`config.mk`:
```
export PLATFORM = sky130hd
export DESIGN_NAME = lcd_segment_driver
export DESIGN_NICKNAME = d
export VERILOG_FILES = /design/src/design/lcd_segment_driver_pkg.sv /design/src/design/lcd_frame_divider.sv /design/src/design/lcd_segment_driver.sv
export VERILOG_INCLUDE_DIRS = /design/src /design/src/design
export SDC_FILE = /design/constraint.sdc
export NUM_CORES = 1
export LEC_CHECK = 0
export BUFFER_PORTS_ARGS = -buffer_cell sky130_fd_sc_hd__buf_2
export CORE_MARGIN = 2
export CORE_UTILIZATION = 45
export DETAILED_ROUTE_END_ITERATION = 8
export PLACE_DENSITY_LB_ADDON = 0.2
export SLEW_MARGIN = 10
export SYNTH_ARGS = -nofsm -noshare
export SYNTH_HDL_FRONTEND = slang
export SYNTH_SLANG_ARGS = --single-unit
```
`constraint.sdc`:
```
create_clock -name core_clk -period 3 [get_ports core_clk]
set_input_delay 0.6 -clock core_clk [delete_from_list [all_inputs] [get_ports core_clk]]
set_output_delay 0.6 -clock core_clk [all_outputs]
set_load 0.01 [all_outputs]
```
`src/design/lcd_segment_driver_regs.svh`:
```
// Purpose: Offsets, field positions, reset values and timing counts of the LCD segment driver.
// Assumes: Display memory sits at page 3 offsets 00h..15h; control register at f9h.
// Notes:   Definitions only.
`ifndef LCD_SEGMENT_DRIVER_REGS_SVH
`define LCD_SEGMENT_DRIVER_REGS_SVH
`define LCD_CTRL_OFFSET      8'hf9
`define LCD_CTRL_RESET       8'h00
`define LCD_RAM_PAGE         4'h3
`define LCD_RAM_FIRST        8'h00
`define LCD_RAM_LAST         8'h15
`define LCD_SEG_COUNT        22
`define LCD_COM_COUNT        8
`define LCD_HIZ_BIT          7
`define LCD_CLKSEL_MSB       6
`define LCD_CLKSEL_LSB       4
`define LCD_DUTY_MSB         3
`define LCD_DUTY_LSB         1
`define LCD_ON_BIT           0
`define LCD_CLKSEL_MAX       3'h4
`define LCD_BASE_SHIFT       8
`define LCD_SHARED_FIRST     16
`define LCD_SHARED_LAST      19
`endif

```
`src/design/lcd_segment_driver_pkg.sv`:
```
// Purpose: Types shared by the LCD segment driver files.
// Assumes: Bias level codes 0..4 name the ladder taps from ground to full drive.
// Notes:   Constants live in the register header.
package lcd_segment_driver_pkg;
  typedef logic [2:0] level_t;
  typedef enum logic [4:0] {
    DUTY_8 = 5'b00001,
    DUTY_4 = 5'b00010,
    DUTY_3A = 5'b00100,
    DUTY_3B = 5'b01000,
    DUTY_2 = 5'b10000
  } duty_e;
  typedef struct packed {
    logic       hiz;
    logic [2:0] clk_sel;
    logic [2:0] duty_sel;
    logic       on;
  } lcd_ctrl_s;
  typedef struct packed {
    logic       wr;
    logic       rd;
    logic       bit_op;
    logic [2:0] bit_idx;
    logic [3:0] page;
    logic [7:0] addr;
    logic [7:0] wdata;
  } cpu_req_s;
endpackage : lcd_segment_driver_pkg

```
`src/design/lcd_frame_divider.sv`:
```
// Purpose: Divides the watch source clock strobe into the frame scan clock strobe.
// Assumes: watch_tick is a one-cycle pulse per watch source clock period.
// Notes:   A restart clears the prescaler.
`timescale 1ns/10ps
`include "lcd_segment_driver_regs.svh"
module lcd_frame_divider
  import lcd_segment_driver_pkg::*;
(
  input  wire logic       core_clk,
  input  wire logic       rst_n,
  input  wire logic       restart,
  input  wire logic       watch_tick,
  input  wire logic [2:0] clk_sel,
  output logic            frame_tick
);
  logic [7:0] prescale;
  logic [3:0] shift;

  // Division is two to the power eight minus the select code; codes above 4 divide as code 4.
  always_comb begin
    if (clk_sel > `LCD_CLKSEL_MAX) begin
      shift = 4'd4;
    end else begin
      shift = 4'(`LCD_BASE_SHIFT) - {1'b0, clk_sel};
    end
  end

  always_ff @(posedge core_clk or negedge rst_n) begin
    if (!rst_n) begin
      prescale   <= 8'h00;
      frame_tick <= 1'b0;
    end else if (restart) begin
      prescale   <= 8'h00;
      frame_tick <= 1'b0;
    end else if (watch_tick) begin
      prescale   <= prescale + 8'h01;
      frame_tick <= ((prescale + 8'h01) & 8'((9'h001 << shift) - 9'h001)) == 8'h00;
    end else begin
      frame_tick <= 1'b0;
    end
  end
endmodule : lcd_frame_divider

```
`src/design/lcd_segment_driver.sv`:
```
// Purpose: Multiplexed LCD controller with display memory and one control register.
// Assumes: CPU strobes are synchronous to core_clk; levels feed an external bias ladder.
// Notes:   Each pin output is a 3-bit bias tap code; 0 is ground.
// Contract
// - Display memory page 3 locations 00h-15h.
// - Bit or byte access to display memory.
// - Location n feeds segment n, bit k common k.
// - Memory fetched autonomously on frame clock.
// - One selects, zero deselects each dot.
// - Segment data follows the active common.
// - Reset clears control register to zero.
// - Bits 6:4 select watch clock divider.
// - Bits 3:1 select duty and bias.
// - Selected clock sets common scan rate.
// - Control write restarts divider and duty.
// - Common count follows duty; shared pins switch.
// - Twenty-two segment outputs.
// - Display keeps running in idle modes.
`timescale 1ns/10ps
`include "lcd_segment_driver_regs.svh"
module lcd_segment_driver
  import lcd_segment_driver_pkg::*;
#(
  parameter int SEG_COUNT = `LCD_SEG_COUNT,
  parameter int COM_COUNT = `LCD_COM_COUNT
)(
  input  wire logic                   core_clk,
  input  wire logic                   rst_n,
  input  wire cpu_req_s               cpu_req,
  input  wire logic                   watch_tick,
  input  wire logic                   main_clk_stopped,
  output logic [7:0]                  cpu_rdata,
  output level_t [SEG_COUNT-1:0]      segment_drive_pins,
  output level_t [COM_COUNT-1:0]      common_drive_pins,
  output logic [COM_COUNT-1:0]        common_drive_oe,
  output lcd_ctrl_s                   lcd_display_control,
  output logic [2:0]                  active_common
);
  logic [7:0]   disp_ram [SEG_COUNT];
  logic [7:0]   fetch_ram [SEG_COUNT];
  logic         ram_hit;
  logic         ctrl_hit;
  logic         ctrl_wr;
  logic [4:0]   ram_idx;
  logic         frame_tick;
  logic [2:0]   phase;
  logic         polarity;
  logic [3:0]   com_num;
  logic [2:0]   top_level;
  logic [2:0]   half_level;
  duty_e        duty;
  logic [2:0]   next_phase;
  logic         next_polarity;

  assign ram_hit  = cpu_req.page == `LCD_RAM_PAGE && cpu_req.addr <= `LCD_RAM_LAST;
  assign ctrl_hit = cpu_req.addr == `LCD_CTRL_OFFSET && cpu_req.page != `LCD_RAM_PAGE;
  assign ctrl_wr  = cpu_req.wr && ctrl_hit;
  assign ram_idx  = cpu_req.addr[4:0];

  // Display memory: bit or byte writes; bits past the active commons keep any value.
  always_ff @(posedge core_clk or negedge rst_n) begin
    if (!rst_n) begin
      for (int i = 0; i < SEG_COUNT; i++) begin
        disp_ram[i] <= 8'h00;
      end
    end else if (cpu_req.wr && ram_hit) begin
      if (cpu_req.bit_op) begin
        disp_ram[ram_idx][cpu_req.bit_idx] <= cpu_req.wdata[0];
      end else begin
        disp_ram[ram_idx] <= cpu_req.wdata;
      end
    end
  end

  // Control register.
  always_ff @(posedge core_clk or negedge rst_n) begin
    if (!rst_n) begin
      lcd_display_control <= lcd_ctrl_s'(`LCD_CTRL_RESET);
    end else if (ctrl_wr) begin
      lcd_display_control <= lcd_ctrl_s'(cpu_req.wdata);
    end
  end

  // Read data.
  always_ff @(posedge core_clk or negedge rst_n) begin
    if (!rst_n) begin
      cpu_rdata <= 8'h00;
    end else if (cpu_req.rd && ram_hit) begin
      cpu_rdata <= cpu_req.bit_op ? {7'h00, disp_ram[ram_idx][cpu_req.bit_idx]} : disp_ram[ram_idx];
    end else if (cpu_req.rd && ctrl_hit) begin
      cpu_rdata <= lcd_display_control;
    end else if (cpu_req.rd) begin
      cpu_rdata <= 8'h00;
    end
  end

  // Frame clock runs from the watch strobe only, so a stopped main clock domain does not halt it.
  lcd_frame_divider u_div (
    .core_clk   (core_clk),
    .rst_n      (rst_n),
    .restart    (ctrl_wr),
    .watch_tick (watch_tick),
    .clk_sel    (lcd_display_control.clk_sel),
    .frame_tick (frame_tick)
  );

  always_comb begin
    case (lcd_display_control.duty_sel)
      3'b000: duty = DUTY_8;
      3'b001: duty = DUTY_4;
      3'b010: duty = DUTY_3A;
      3'b011: duty = DUTY_3B;
      default: duty = DUTY_2;
    endcase
  end

  always_comb begin
    case (duty)
      DUTY_8:  com_num = 4'd8;
      DUTY_4:  com_num = 4'd4;
      DUTY_3A: com_num = 4'd3;
      DUTY_3B: com_num = 4'd3;
      DUTY_2:  com_num = 4'd2;
      default: com_num = 4'd2;
    endcase
  end

  // Top tap: 4 at 1/4 bias, 3 at 1/3, 2 at 1/2; half is tap 1, the no-select step in from a rail.
  always_comb begin
    case (duty)
      DUTY_8:  top_level = 3'd4;
      DUTY_4:  top_level = 3'd3;
      DUTY_3A: top_level = 3'd3;
      default: top_level = 3'd2;
    endcase
    half_level = 3'd1;
  end

  always_comb begin
    next_phase    = phase + 3'd1;
    next_polarity = polarity;
    if ({1'b0, phase} >= com_num - 4'd1) begin
      next_phase    = 3'd0;
      next_polarity = ~polarity;
    end
  end

  // Common scan and snapshot of memory, autonomous and per frame clock.
  always_ff @(posedge core_clk or negedge rst_n) begin
    if (!rst_n) begin
      phase    <= 3'd0;
      polarity <= 1'b0;
      for (int i = 0; i < SEG_COUNT; i++) begin
        fetch_ram[i] <= 8'h00;
      end
    end else if (ctrl_wr) begin
      phase    <= 3'd0;
      polarity <= 1'b0;
    end else if (frame_tick) begin
      phase    <= next_phase;
      polarity <= next_polarity;
      for (int i = 0; i < SEG_COUNT; i++) begin
        fetch_ram[i] <= disp_ram[i];
      end
    end
  end

  always_ff @(posedge core_clk or negedge rst_n) begin
    if (!rst_n) begin
      active_common <= 3'd0;
    end else begin
      active_common <= phase;
    end
  end

  // Segment waveforms: select takes the opposite rail to the common, no-select one tap in from the common's rail.
  genvar s;
  generate
    for (s = 0; s < SEG_COUNT; s++) begin : g_seg
      always_ff @(posedge core_clk or negedge rst_n) begin
        if (!rst_n) begin
          segment_drive_pins[s] <= 3'd0;
        end else if (!lcd_display_control.on) begin
          segment_drive_pins[s] <= 3'd0;
        end else if (duty == DUTY_8 && s >= `LCD_SHARED_FIRST && s <= `LCD_SHARED_LAST) begin
          segment_drive_pins[s] <= 3'd0;
        end else if (fetch_ram[s][phase]) begin
          segment_drive_pins[s] <= polarity ? 3'd0 : top_level;
        end else begin
          segment_drive_pins[s] <= polarity ? (top_level - half_level) : half_level;
        end
      end
    end
  endgenerate

  // Common waveforms: active common at a rail, idle commons at the inner tap.
  genvar c;
  generate
    for (c = 0; c < COM_COUNT; c++) begin : g_com
      always_ff @(posedge core_clk or negedge rst_n) begin
        if (!rst_n) begin
          common_drive_pins[c] <= 3'd0;
          common_drive_oe[c]   <= 1'b0;
        end else begin
          common_drive_oe[c] <= !lcd_display_control.hiz && (c < com_num);
          if (!lcd_display_control.on || c >= com_num) begin
            common_drive_pins[c] <= 3'd0;
          end else if (c == phase) begin
            common_drive_pins[c] <= polarity ? top_level : 3'd0;
          end else begin
            common_drive_pins[c] <= polarity ? (top_level - half_level) : half_level;
          end
        end
      end
    end
  endgenerate

  // Unused-input sink: main clock stop status does not gate the scan.
  logic unused_stop;
  assign unused_stop = main_clk_stopped;
endmodule : lcd_segment_driver

```
## After elaboration in Yosys (flattened, before gate mapping)

Cells that the tools add are included.

- Latch bits: 0
- Flip-flop bits (word level): 482
- Word-level logic and storage cells: 324
- Memories kept: 0
- ROM bits: 0
- Memory bits (writable): 0

- Add/sub/neg operators: 6
- Shift-type cells: 1
- Muxes and demuxes: 143
- Reductions and logical operators: 37
- Equality and inequality tests: 17
- Order comparisons: 24
- Multipliers: 0
- Div/mod/pow operators: 0
- Bitwise operators: 4

Operators with widths:

| kind | count |
|---|---|
| 176-bit bitwise mux | 2 |
| 3-bit two-way mux | 70 |
| 176-bit two-way mux | 1 |
| 8-bit demux with 5-bit select | 2 |
| 8-bit two-way mux | 10 |
| 1-bit binary-select mux with 3-bit select | 23 |
| 8-bit binary-select mux with 5-bit select | 1 |
| 1-bit two-way mux | 29 |
| 5-bit case mux with 4 select lines | 1 |
| 3-bit by 4-bit >= comparator with 1-bit output (first input constant) | 4 |
| 1-bit logical AND | 16 |
| 3-bit by 4-bit < comparator with 1-bit output (first input constant) | 4 |
| 3-bit == test (first input constant) | 4 |
| 4-bit case mux with 3 select lines | 1 |
| 8-bit by 1-bit adder with 8-bit output (second input constant) | 1 |
| 8-bit bitwise AND | 1 |
| 8-bit == test (second input constant) | 1 |
| 1-bit by 4-bit >= comparator with 1-bit output (first input constant) | 2 |
| 2-bit by 4-bit >= comparator with 1-bit output (first input constant) | 2 |
| 8-bit by 5-bit less-or-equal comparator with 1-bit output (second input constant) | 1 |
| 8-bit zero test | 1 |
| 1-bit logical OR | 8 |
| 1-bit by 4-bit < comparator with 1-bit output (first input constant) | 2 |
| 2-bit by 4-bit < comparator with 1-bit output (first input constant) | 2 |
| 33 further kinds | 43 |

## Logic depth before layout (Yosys ltp)

Gate-level depths: netlist (run 1).

- Depth after elaboration: 10
- Gate-level depth with buffers: 12
- Gate-level depth less buffers: 11

## Cells and area by module

Synthesis (run 1) repeated with hierarchy kept, for this count alone.

- Cell total of the unflattened synthesis: 1748
- Area total of the unflattened synthesis: 21780.9 um^2

By module, submodules not included:

| module | area each (um^2) | instances | cells each |
|---|---|---|---|
| lcd_segment_driver | 21104.0 | 1 | 1672 |
| lcd_frame_divider | 676.9 | 1 | 76 |

## Least setup slack after synthesis (run 1)

Ideal clock, no wire load.

- Kind: register to register
- Start point: register lcd_display_control[4] in the netlist's numbering
- End point: register u_div.frame_tick
- Setup slack: 0.149 ns
- Period minus slack after synthesis: 2.851 ns
- Arrival: 2.752 ns
- Stages on the path, launching flop included: 12
- Required time: 2.901 ns
- Path buffers: 2
- Cells stage by stage: dfrtp_1 -> clkbuf_1 -> inv_1 -> ha_1 -> buf_1 -> or3_1 -> ha_1 -> a41o_1 -> a32o_1 -> a221oi_1 -> a21oi_1 -> a311oi_1

- Cells in the longest elaborated chain, start to end: 8

RTL lines:

| element | line | text |
|---|---|---|
| start, declared | lcd_segment_driver.sv:36 | `output lcd_ctrl_s lcd_display_control,` |
| start signal, assigned | lcd_segment_driver.sv:78 | `` lcd_display_control <= lcd_ctrl_s'(`LCD_CTRL_RESET); `` |
| start signal, assigned | lcd_segment_driver.sv:80 | `lcd_display_control <= lcd_ctrl_s'(cpu_req.wdata);` |
| 4-bit by 3-bit subtractor with 4-bit output or 3-bit greater-than comparator (tied branches) | n/a |  |
| 4-bit two-way mux * | lcd_frame_divider.sv:21 | `` if (clk_sel > `LCD_CLKSEL_MAX) begin `` |
| 1-bit by 4-bit << shifter with 8-bit output * | lcd_frame_divider.sv:37 | `frame_tick <= ((prescale + 8'h01) & 8'((9'h001 << shift) - 9'h001)) == 8'h00;` |
| 8-bit by 1-bit subtractor with 8-bit output * | lcd_frame_divider.sv:37 |  |
| 8-bit bitwise AND * | lcd_frame_divider.sv:37 |  |
| 8-bit zero test * | lcd_frame_divider.sv:37 |  |
| 1-bit two-way mux * | lcd_frame_divider.sv:35 | `end else if (watch_tick) begin` |
| 1-bit two-way mux * | lcd_frame_divider.sv:32 | `end else if (restart) begin` |
| end signal, assigned | lcd_frame_divider.sv:34 | `frame_tick <= 1'b0;` |
| end signal, assigned | lcd_frame_divider.sv:37 |  |
| end signal, assigned | lcd_frame_divider.sv:39 | `frame_tick <= 1'b0;` |
| end, declared | lcd_frame_divider.sv:14 | `output logic frame_tick` |

Mark *: on every way between the ends. The rest lies on a longest branch, timed or not.
A chain may end at the register's enable or synchronous reset.

## Worst setup path after layout (run 1)

Same ends and word-level chain as after synthesis.

==> impl_metrics.env, run 1 <==
export IMPL_status="finished, final reports clean"
export IMPL_synth_most_common_cell="dfrtp_1"
export IMPL_ys_types=71
export IMPL_grt_pass1_wl_um=96400
export IMPL_die_x_um=225
export IMPL_worst_pin_slew_ns=0.985
export IMPL_drc=0
export IMPL_skew_ns=0.0307
export IMPL_synthTopCellsByArea="dfrtp_1, mux2_1, mux4_2"
export IMPL_cp_required_ns=3.49
export IMPL_whs_path_depth=3
export IMPL_r2r_cells=9
export IMPL_drtPass1Iterations=5
export IMPL_reg2reg_from="lcd_display_control[4]"
export IMPL_post_drt_wl_per_cell_um=23.7
export IMPL_ant_nets=0
export IMPL_drv_cap=0
export IMPL_root_buffer="clkbuf_16"
export IMPL_syn_area_um2=22000
export IMPL_relSlewSlack=0.343
export IMPL_synthArstFlopShare=1.00
export IMPL_fin_nets=2054
export IMPL_leakagePower_nw=12.6
export IMPL_synthSimpleGateAreaFrac=0.0770
export IMPL_synth_top_cell_area_share=0.547
export IMPL_min_to="lcd_display_control[5]"
export IMPL_fmax_mhz=364
export IMPL_critPathMostFrequentCell="ha_1"
export IMPL_final_cells=2677
export IMPL_cts_htree_levels=2
export IMPL_worst_r2r_endpoint="u_div.frame_tick"
export IMPL_hold_class="primary input to flip-flop"
export IMPL_cts_buffers=50
export IMPL_nFillCells=4213
export IMPL_cts_tree="yes"
export IMPL_critical_path_class="flip-flop to flip-flop"
export IMPL_cts_sinks=481
export IMPL_grt_pass1_vias=15354
export IMPL_dp_cells=2581
export IMPL_synth_flop_cell="dfrtp_1"
export IMPL_die_area_um2=50700
export IMPL_num_rows=81
export IMPL_synth_compound_area_share=0.121
export IMPL_postCtsSetupRepairBufs=0
export IMPL_clockBufferDepth=3
export IMPL_via_count=15798
export IMPL_grt_antenna_before_repair=3
export IMPL_dieHeight_um=225
export IMPL_portBuffers=145
export IMPL_setup_viol=0
export IMPL_syn_mean_instance_area_um2=12.1
export IMPL_boundaryPins=147
export IMPL_yosysTopAreaCell="dfrtp_1"
export IMPL_viasPerCell=5.90
export IMPL_area_growth_pct=17.6
export IMPL_initial_core_util=0.453
export IMPL_hpwlAfterDp_um=42800
export IMPL_critical_path_max_stage_delay_ns=0.44
export IMPL_post_route_period_util=0.915
export IMPL_startpoint_type="flip-flop"
export IMPL_cp_slowest_cell="or3_1"
export IMPL_muxShareOfSynthArea=0.196
export IMPL_fin_util=0.533
export IMPL_synth_xor_area_share=0.00717
export IMPL_clk_pin_slew_ns=0.06
export IMPL_gp_congestion=0.926
export IMPL_rsz0062_at_grt="false"
export IMPL_synth_edf_count=0
export IMPL_slew_viol_final=0
export IMPL_cts_resized=0
export IMPL_synthCells=1824
export IMPL_grtUsageTotal=0.252
export IMPL_synth_top_family_by_area="multiplexers"
export IMPL_netlist_top_cells_count="dfrtp_1, a21oi_1, a31oi_1"
export IMPL_crit_path_max_fanout=9
export IMPL_hold_viol=0
export IMPL_grt_max_degree=69
export IMPL_critPathArrivalTime_ns=3.23
export IMPL_fin_crit_ns=2.75
export IMPL_rrSetupSlack_ns=0.25
export IMPL_routed_wl_um=63400
export IMPL_synthAdderAreaFrac=0.00683
export IMPL_ys_seq_area_frac=0.547
export IMPL_coreArea_um2=48500
export IMPL_seq_area_um2=12000
export IMPL_cp_cell_sequence="inv_1 -> ha_1 -> or3_1 -> ha_1 -> a41o_1 -> a32o_1 -> a221oi_1 -> a21oi_1 -> a311oi_1"
export IMPL_pwr_density_cell_nw_per_um2=625
export IMPL_irDropWorstVdd_v=0.000417
export IMPL_yosys_warnings=0
export IMPL_end_kind="flip-flop"
export IMPL_synth_seq_cells=481
export IMPL_multi_input_area_um2=9110
export IMPL_worstSkewPairLatency_ns=0.61
export IMPL_grt_overflow=0
export IMPL_drive_gt1_frac=0.264
export IMPL_drt_iter0_drc=1588
export IMPL_min_from="cpu_req[5]"
[routing by layer]
metal	vias up	routed length (µm)	track usage
li1	7063	-	-
met1	7983	28300	0.359
met2	637	28600	0.393
met3	111	4870	0.0472
met4	4	1580	0.0731
met5	-	23	0
[per-stage QoR]
stage	setup slack [ns]	setup TNS (ns)	instance area, µm²	hold WS (ns)	power, mW
CTS	0.274	0	25900	0.201	16.3
detailed placement	-0.0708	-0.0708	24100	0.476	9.78
finish	0.255	0	25900	0.234	16.2
global placement	-0.143	-0.143	24100	0.462	9.74
floorplan	0.149	0	22000	0.304	8.84
global route	0.0343	0	25900	0.216	16.8
[what timing repair did]
action | 4_1_cts | 5_1_grt
hold buffers | 1 | 0
setup endpoints to repair | 0 | 0
hold endpoints to repair | 42 | 0
[cell usage in the layout (no fill, tap or decap), types with 11 or more instances in the layout]
cell,count
nor2b_1,15
dfrtp_1,479
nor2_1,135
a21oi_1,181
nand3_1,31
clkinv_2,11
mux2_1,116
mux2i_1,94
inv_1,17
o22ai_1,34
a31oi_1,158
mux4_2,50
ha_1,12
buf_12,22
buf_2,143
nor3_1,12
buf_4,125
and2_1,24
nand2_1,63
clkbuf_8,11
mux2_2,84
nand2b_1,12
o21ai_0,27
clkbuf_16,51
[where the power goes]
part | internal, mW | switching (mW) | total [mW]
Clock | 3.84 | 2.68 | 6.51
Combinational | 1.10 | 1.59 | 2.69
Sequential | 6.68 | 0.282 | 6.96
Total | 11.6 | 4.55 | 16.2
[worst max-delay path, delay by kind of cell, from the launching register on]
| kind | cells | cell delay [ns] |
|---|---|---|
| buf+inv | 1 | 0.08 |
| flops | 1 | 0.35 |
| simple gates | 1 | 0.44 |
| fa+ha+maj | 2 | 0.73 |
| compound gates | 5 | 1.04 |
[logic make-up after synthesis]
family | Yosys count
flops | 481
compound gates | 451
mux | 344
simple gates | 340
buf+inv | 177
xor+xnor | 18
fa+ha+maj | 12
other cells | 1
[how the worst max path moves through the flow]
stage	startpoint	end	slack, ns	depth (start not counted)
4_1_cts	lcd_display_control[4]	u_div.frame_tick	0.27	9
6_report	lcd_display_control[4]	u_div.frame_tick	0.25	9
3_3_place_gp	cpu_req[8]	cpu_rdata[0]	-0.14	12
3_5_place_dp	cpu_req[8]	cpu_rdata[0]	-0.07	10
5_1_grt	lcd_display_control[4]	u_div.frame_tick	0.03	10
2_1_floorplan	lcd_display_control[4]	u_div.frame_tick	0.15	11
[state kept, by name (all words and copies together) (netlist names)]
| register | count |
|---|---|
| u_div.prescale | 8 |
| common_drive_oe | 7 |
| phase | 3 |
| segment_drive_pins | 66 |
| polarity | 1 |
| cpu_rdata | 8 |
| common_drive_pins | 24 |
| u_div.frame_tick | 1 |
| disp_ram | 176 |
| fetch_ram | 176 |
| active_common | 3 |
| lcd_display_control | 8 |
[area by class of cell]
| type | count | area share |
|---|---|---|
| clock inverters | 24 | 0.0111 |
| multi-input cells | 1169 | 0.352 |
| repair buffers | 292 | 0.0820 |
| well taps | 622 | 0.0301 |
| clock buffers | 69 | 0.0562 |
| inverters | 18 | 0.00261 |
| flip-flops and latches | 481 | 0.466 |
| diodes | 2 | 0.000194 |
Power figures use the tool's default switching activity.
==> run 2, diff against run 1 <==
Clock period 3 ns to 2.7 ns, I/O delays scaled along.
==> run 2 against run 1 <==
Flip-flop and latch count did not move. Critical endpoint is now cpu_rdata[0]. Maximum frequency rose by 6.6%. Combinational power up 12%. Worst hold slack worse by 0.077 ns. Design area increased by 1.3%. Total power grew 12%. Wire length rose by 0.55%. Critical path depth shrank 2. Die area did not move. Register-to-register slack worse by 0.13 ns. Clock skew about the same.
==> impl_metrics.env, run 2 (synthesized netlist as in run 1, its figures left out) <==
export IMPL_drt_iter0_drc=1414
export IMPL_num_rows=81
export IMPL_pwr_density_cell_nw_per_um2=694
export IMPL_drtPass1Iterations=6
export IMPL_status="finished, final reports clean"
export IMPL_hold_class="primary input to flip-flop"
export IMPL_multi_input_area_um2=9120
export IMPL_post_drt_wl_per_cell_um=23.6
export IMPL_cts_buffers=50
export IMPL_critical_path_class="flip-flop to flip-flop"
export IMPL_initial_core_util=0.453
export IMPL_drive_gt1_frac=0.272
export IMPL_nFillCells=4133
export IMPL_setup_viol=0
export IMPL_grt_max_degree=77
export IMPL_worst_pin_slew_ns=1.13
export IMPL_critPathArrivalTime_ns=3.07
export IMPL_clk_pin_slew_ns=0.06
export IMPL_reg_top3="disp_ram x176, fetch_ram x176, segment_drive_pins x66"
export IMPL_skew_ns=0.0309
export IMPL_fmax_mhz=388
export IMPL_post_route_period_util=0.953
export IMPL_cts_tree="yes"
export IMPL_worstSkewPairLatency_ns=0.62
export IMPL_grtUsageTotal=0.254
export IMPL_die_area_um2=50700
export IMPL_slew_viol_final=0
export IMPL_hold_ws_ns=0.157
export IMPL_cts_htree_levels=2
export IMPL_gp_congestion=0.958
export IMPL_leakagePower_nw=12.8
export IMPL_final_cell_mix="dfrtp_1, a21oi_1, a31oi_1"
export IMPL_boundaryPins=147
export IMPL_grt_antenna_before_repair=5
export IMPL_hold_viol=0
export IMPL_final_cells=2705
export IMPL_via_count=15992
export IMPL_rsz0062_at_grt="false"
export IMPL_coreArea_um2=48500
export IMPL_drv_cap=0
export IMPL_crit_path_max_fanout=3
export IMPL_final_common_cell="dfrtp_1"
export IMPL_dieHeight_um=225
export IMPL_drc=0
export IMPL_grt_pass1_vias=15634
export IMPL_fin_util=0.540
export IMPL_power_total_mw=18.2
export IMPL_seq_area_um2=12000
export IMPL_grt_pass1_wl_um=97000
export IMPL_fin_crit_ns=2.57
export IMPL_dp_cells=2606
export IMPL_die_x_um=225
export IMPL_fin_nets=2079
export IMPL_startpoint_type="flip-flop"
export IMPL_clockBufferDepth=3
export IMPL_end_kind="flip-flop"
export IMPL_area_growth_pct=19.1
export IMPL_portBuffers=145
export IMPL_irDropWorstVdd_v=0.000465
export IMPL_cts_sinks=481
export IMPL_ant_nets=0
export IMPL_cp_required_ns=3.19
export IMPL_hpwlAfterDp_um=43700
export IMPL_viasPerCell=5.91
export IMPL_grt_overflow=0
export IMPL_root_buffer="clkbuf_16"
export IMPL_relSlewSlack=0.243
export IMPL_routed_wl_um=63800
-- run 2: worst max-delay path: stages (launching register included) --
cell	delay, ns
dfrtp_1	0.45
mux4_2	0.50
a221oi_1	0.38
buf_4	0.18
nand4b_1	0.09
a311oi_1	0.45
a31oi_1	0.15
or2_1	0.24
-- run 2: area by class of cell --
type	count	area share
clock buffer	68	0.0534
antenna	5	0.000478
multi-input combinational	1169	0.348
timing repair buffer	317	0.0919
inverter	18	0.00258
clock inverter	25	0.0142
tap	622	0.0297
sequential	481	0.460
-- run 2: per-layer routing --
| layer | track usage | share of wire | vias up |
|---|---|---|---|
| li1 | - | - | 7120 |
| met1 | 0.363 | 0.44 | 8152 |
| met2 | 0.396 | 0.46 | 606 |
| met3 | 0.0489 | 0.074 | 112 |
| met4 | 0.0709 | 0.025 | 2 |
| met5 | 0 | 0.00020 | - |
-- run 2: report_power, final --
part	switching [mW]	leakage (nW)	internal (mW)	total, mW
sequential	0.338	6.64	7.42	7.75
combinational	1.75	5.27	1.26	3.01
clock	2.98	0.876	4.43	7.41
-- run 2: repair_timing --
| item | in CTS | in global routing |
|---|---|---|
| endpoints found under the setup margin | 0 | 1 |
| gates resized for setup | 0 | 2 |
| buffers inserted | 0 | 0 |
| endpoints found under the hold margin | 53 | 0 |
| hold buffers | 1 | 0 |
-- run 2: path summary, 6_finish.rpt --
check	cells after the start	slack (ns)	end	from
worst max register to register	7	0.13	cpu_rdata[0]	disp_ram[148]
min in group asynchronous	2	0.49	phase[1]	rst_n
worst min register to register	1	0.48	fetch_ram[122]	disp_ram[122]
worst min-delay path	3	0.16	lcd_display_control[4]	cpu_req[4]
worst max-delay path	7	0.13	cpu_rdata[0]	disp_ram[148]
max in group asynchronous	3	1.38	fetch_ram[129]	rst_n
-- run 2: stage by stage --
stage | instance area [µm²] | TNS (ns) | setup WS [ns]
floorplan | 22000 | 0 | 0.0248
global placement | 24400 | -7.69 | -0.285
detailed placement | 24400 | -17.31 | -0.320
CTS | 26200 | 0 | 0.101
global route | 26200 | 0 | 0.0108
finish | 26200 | 0 | 0.126
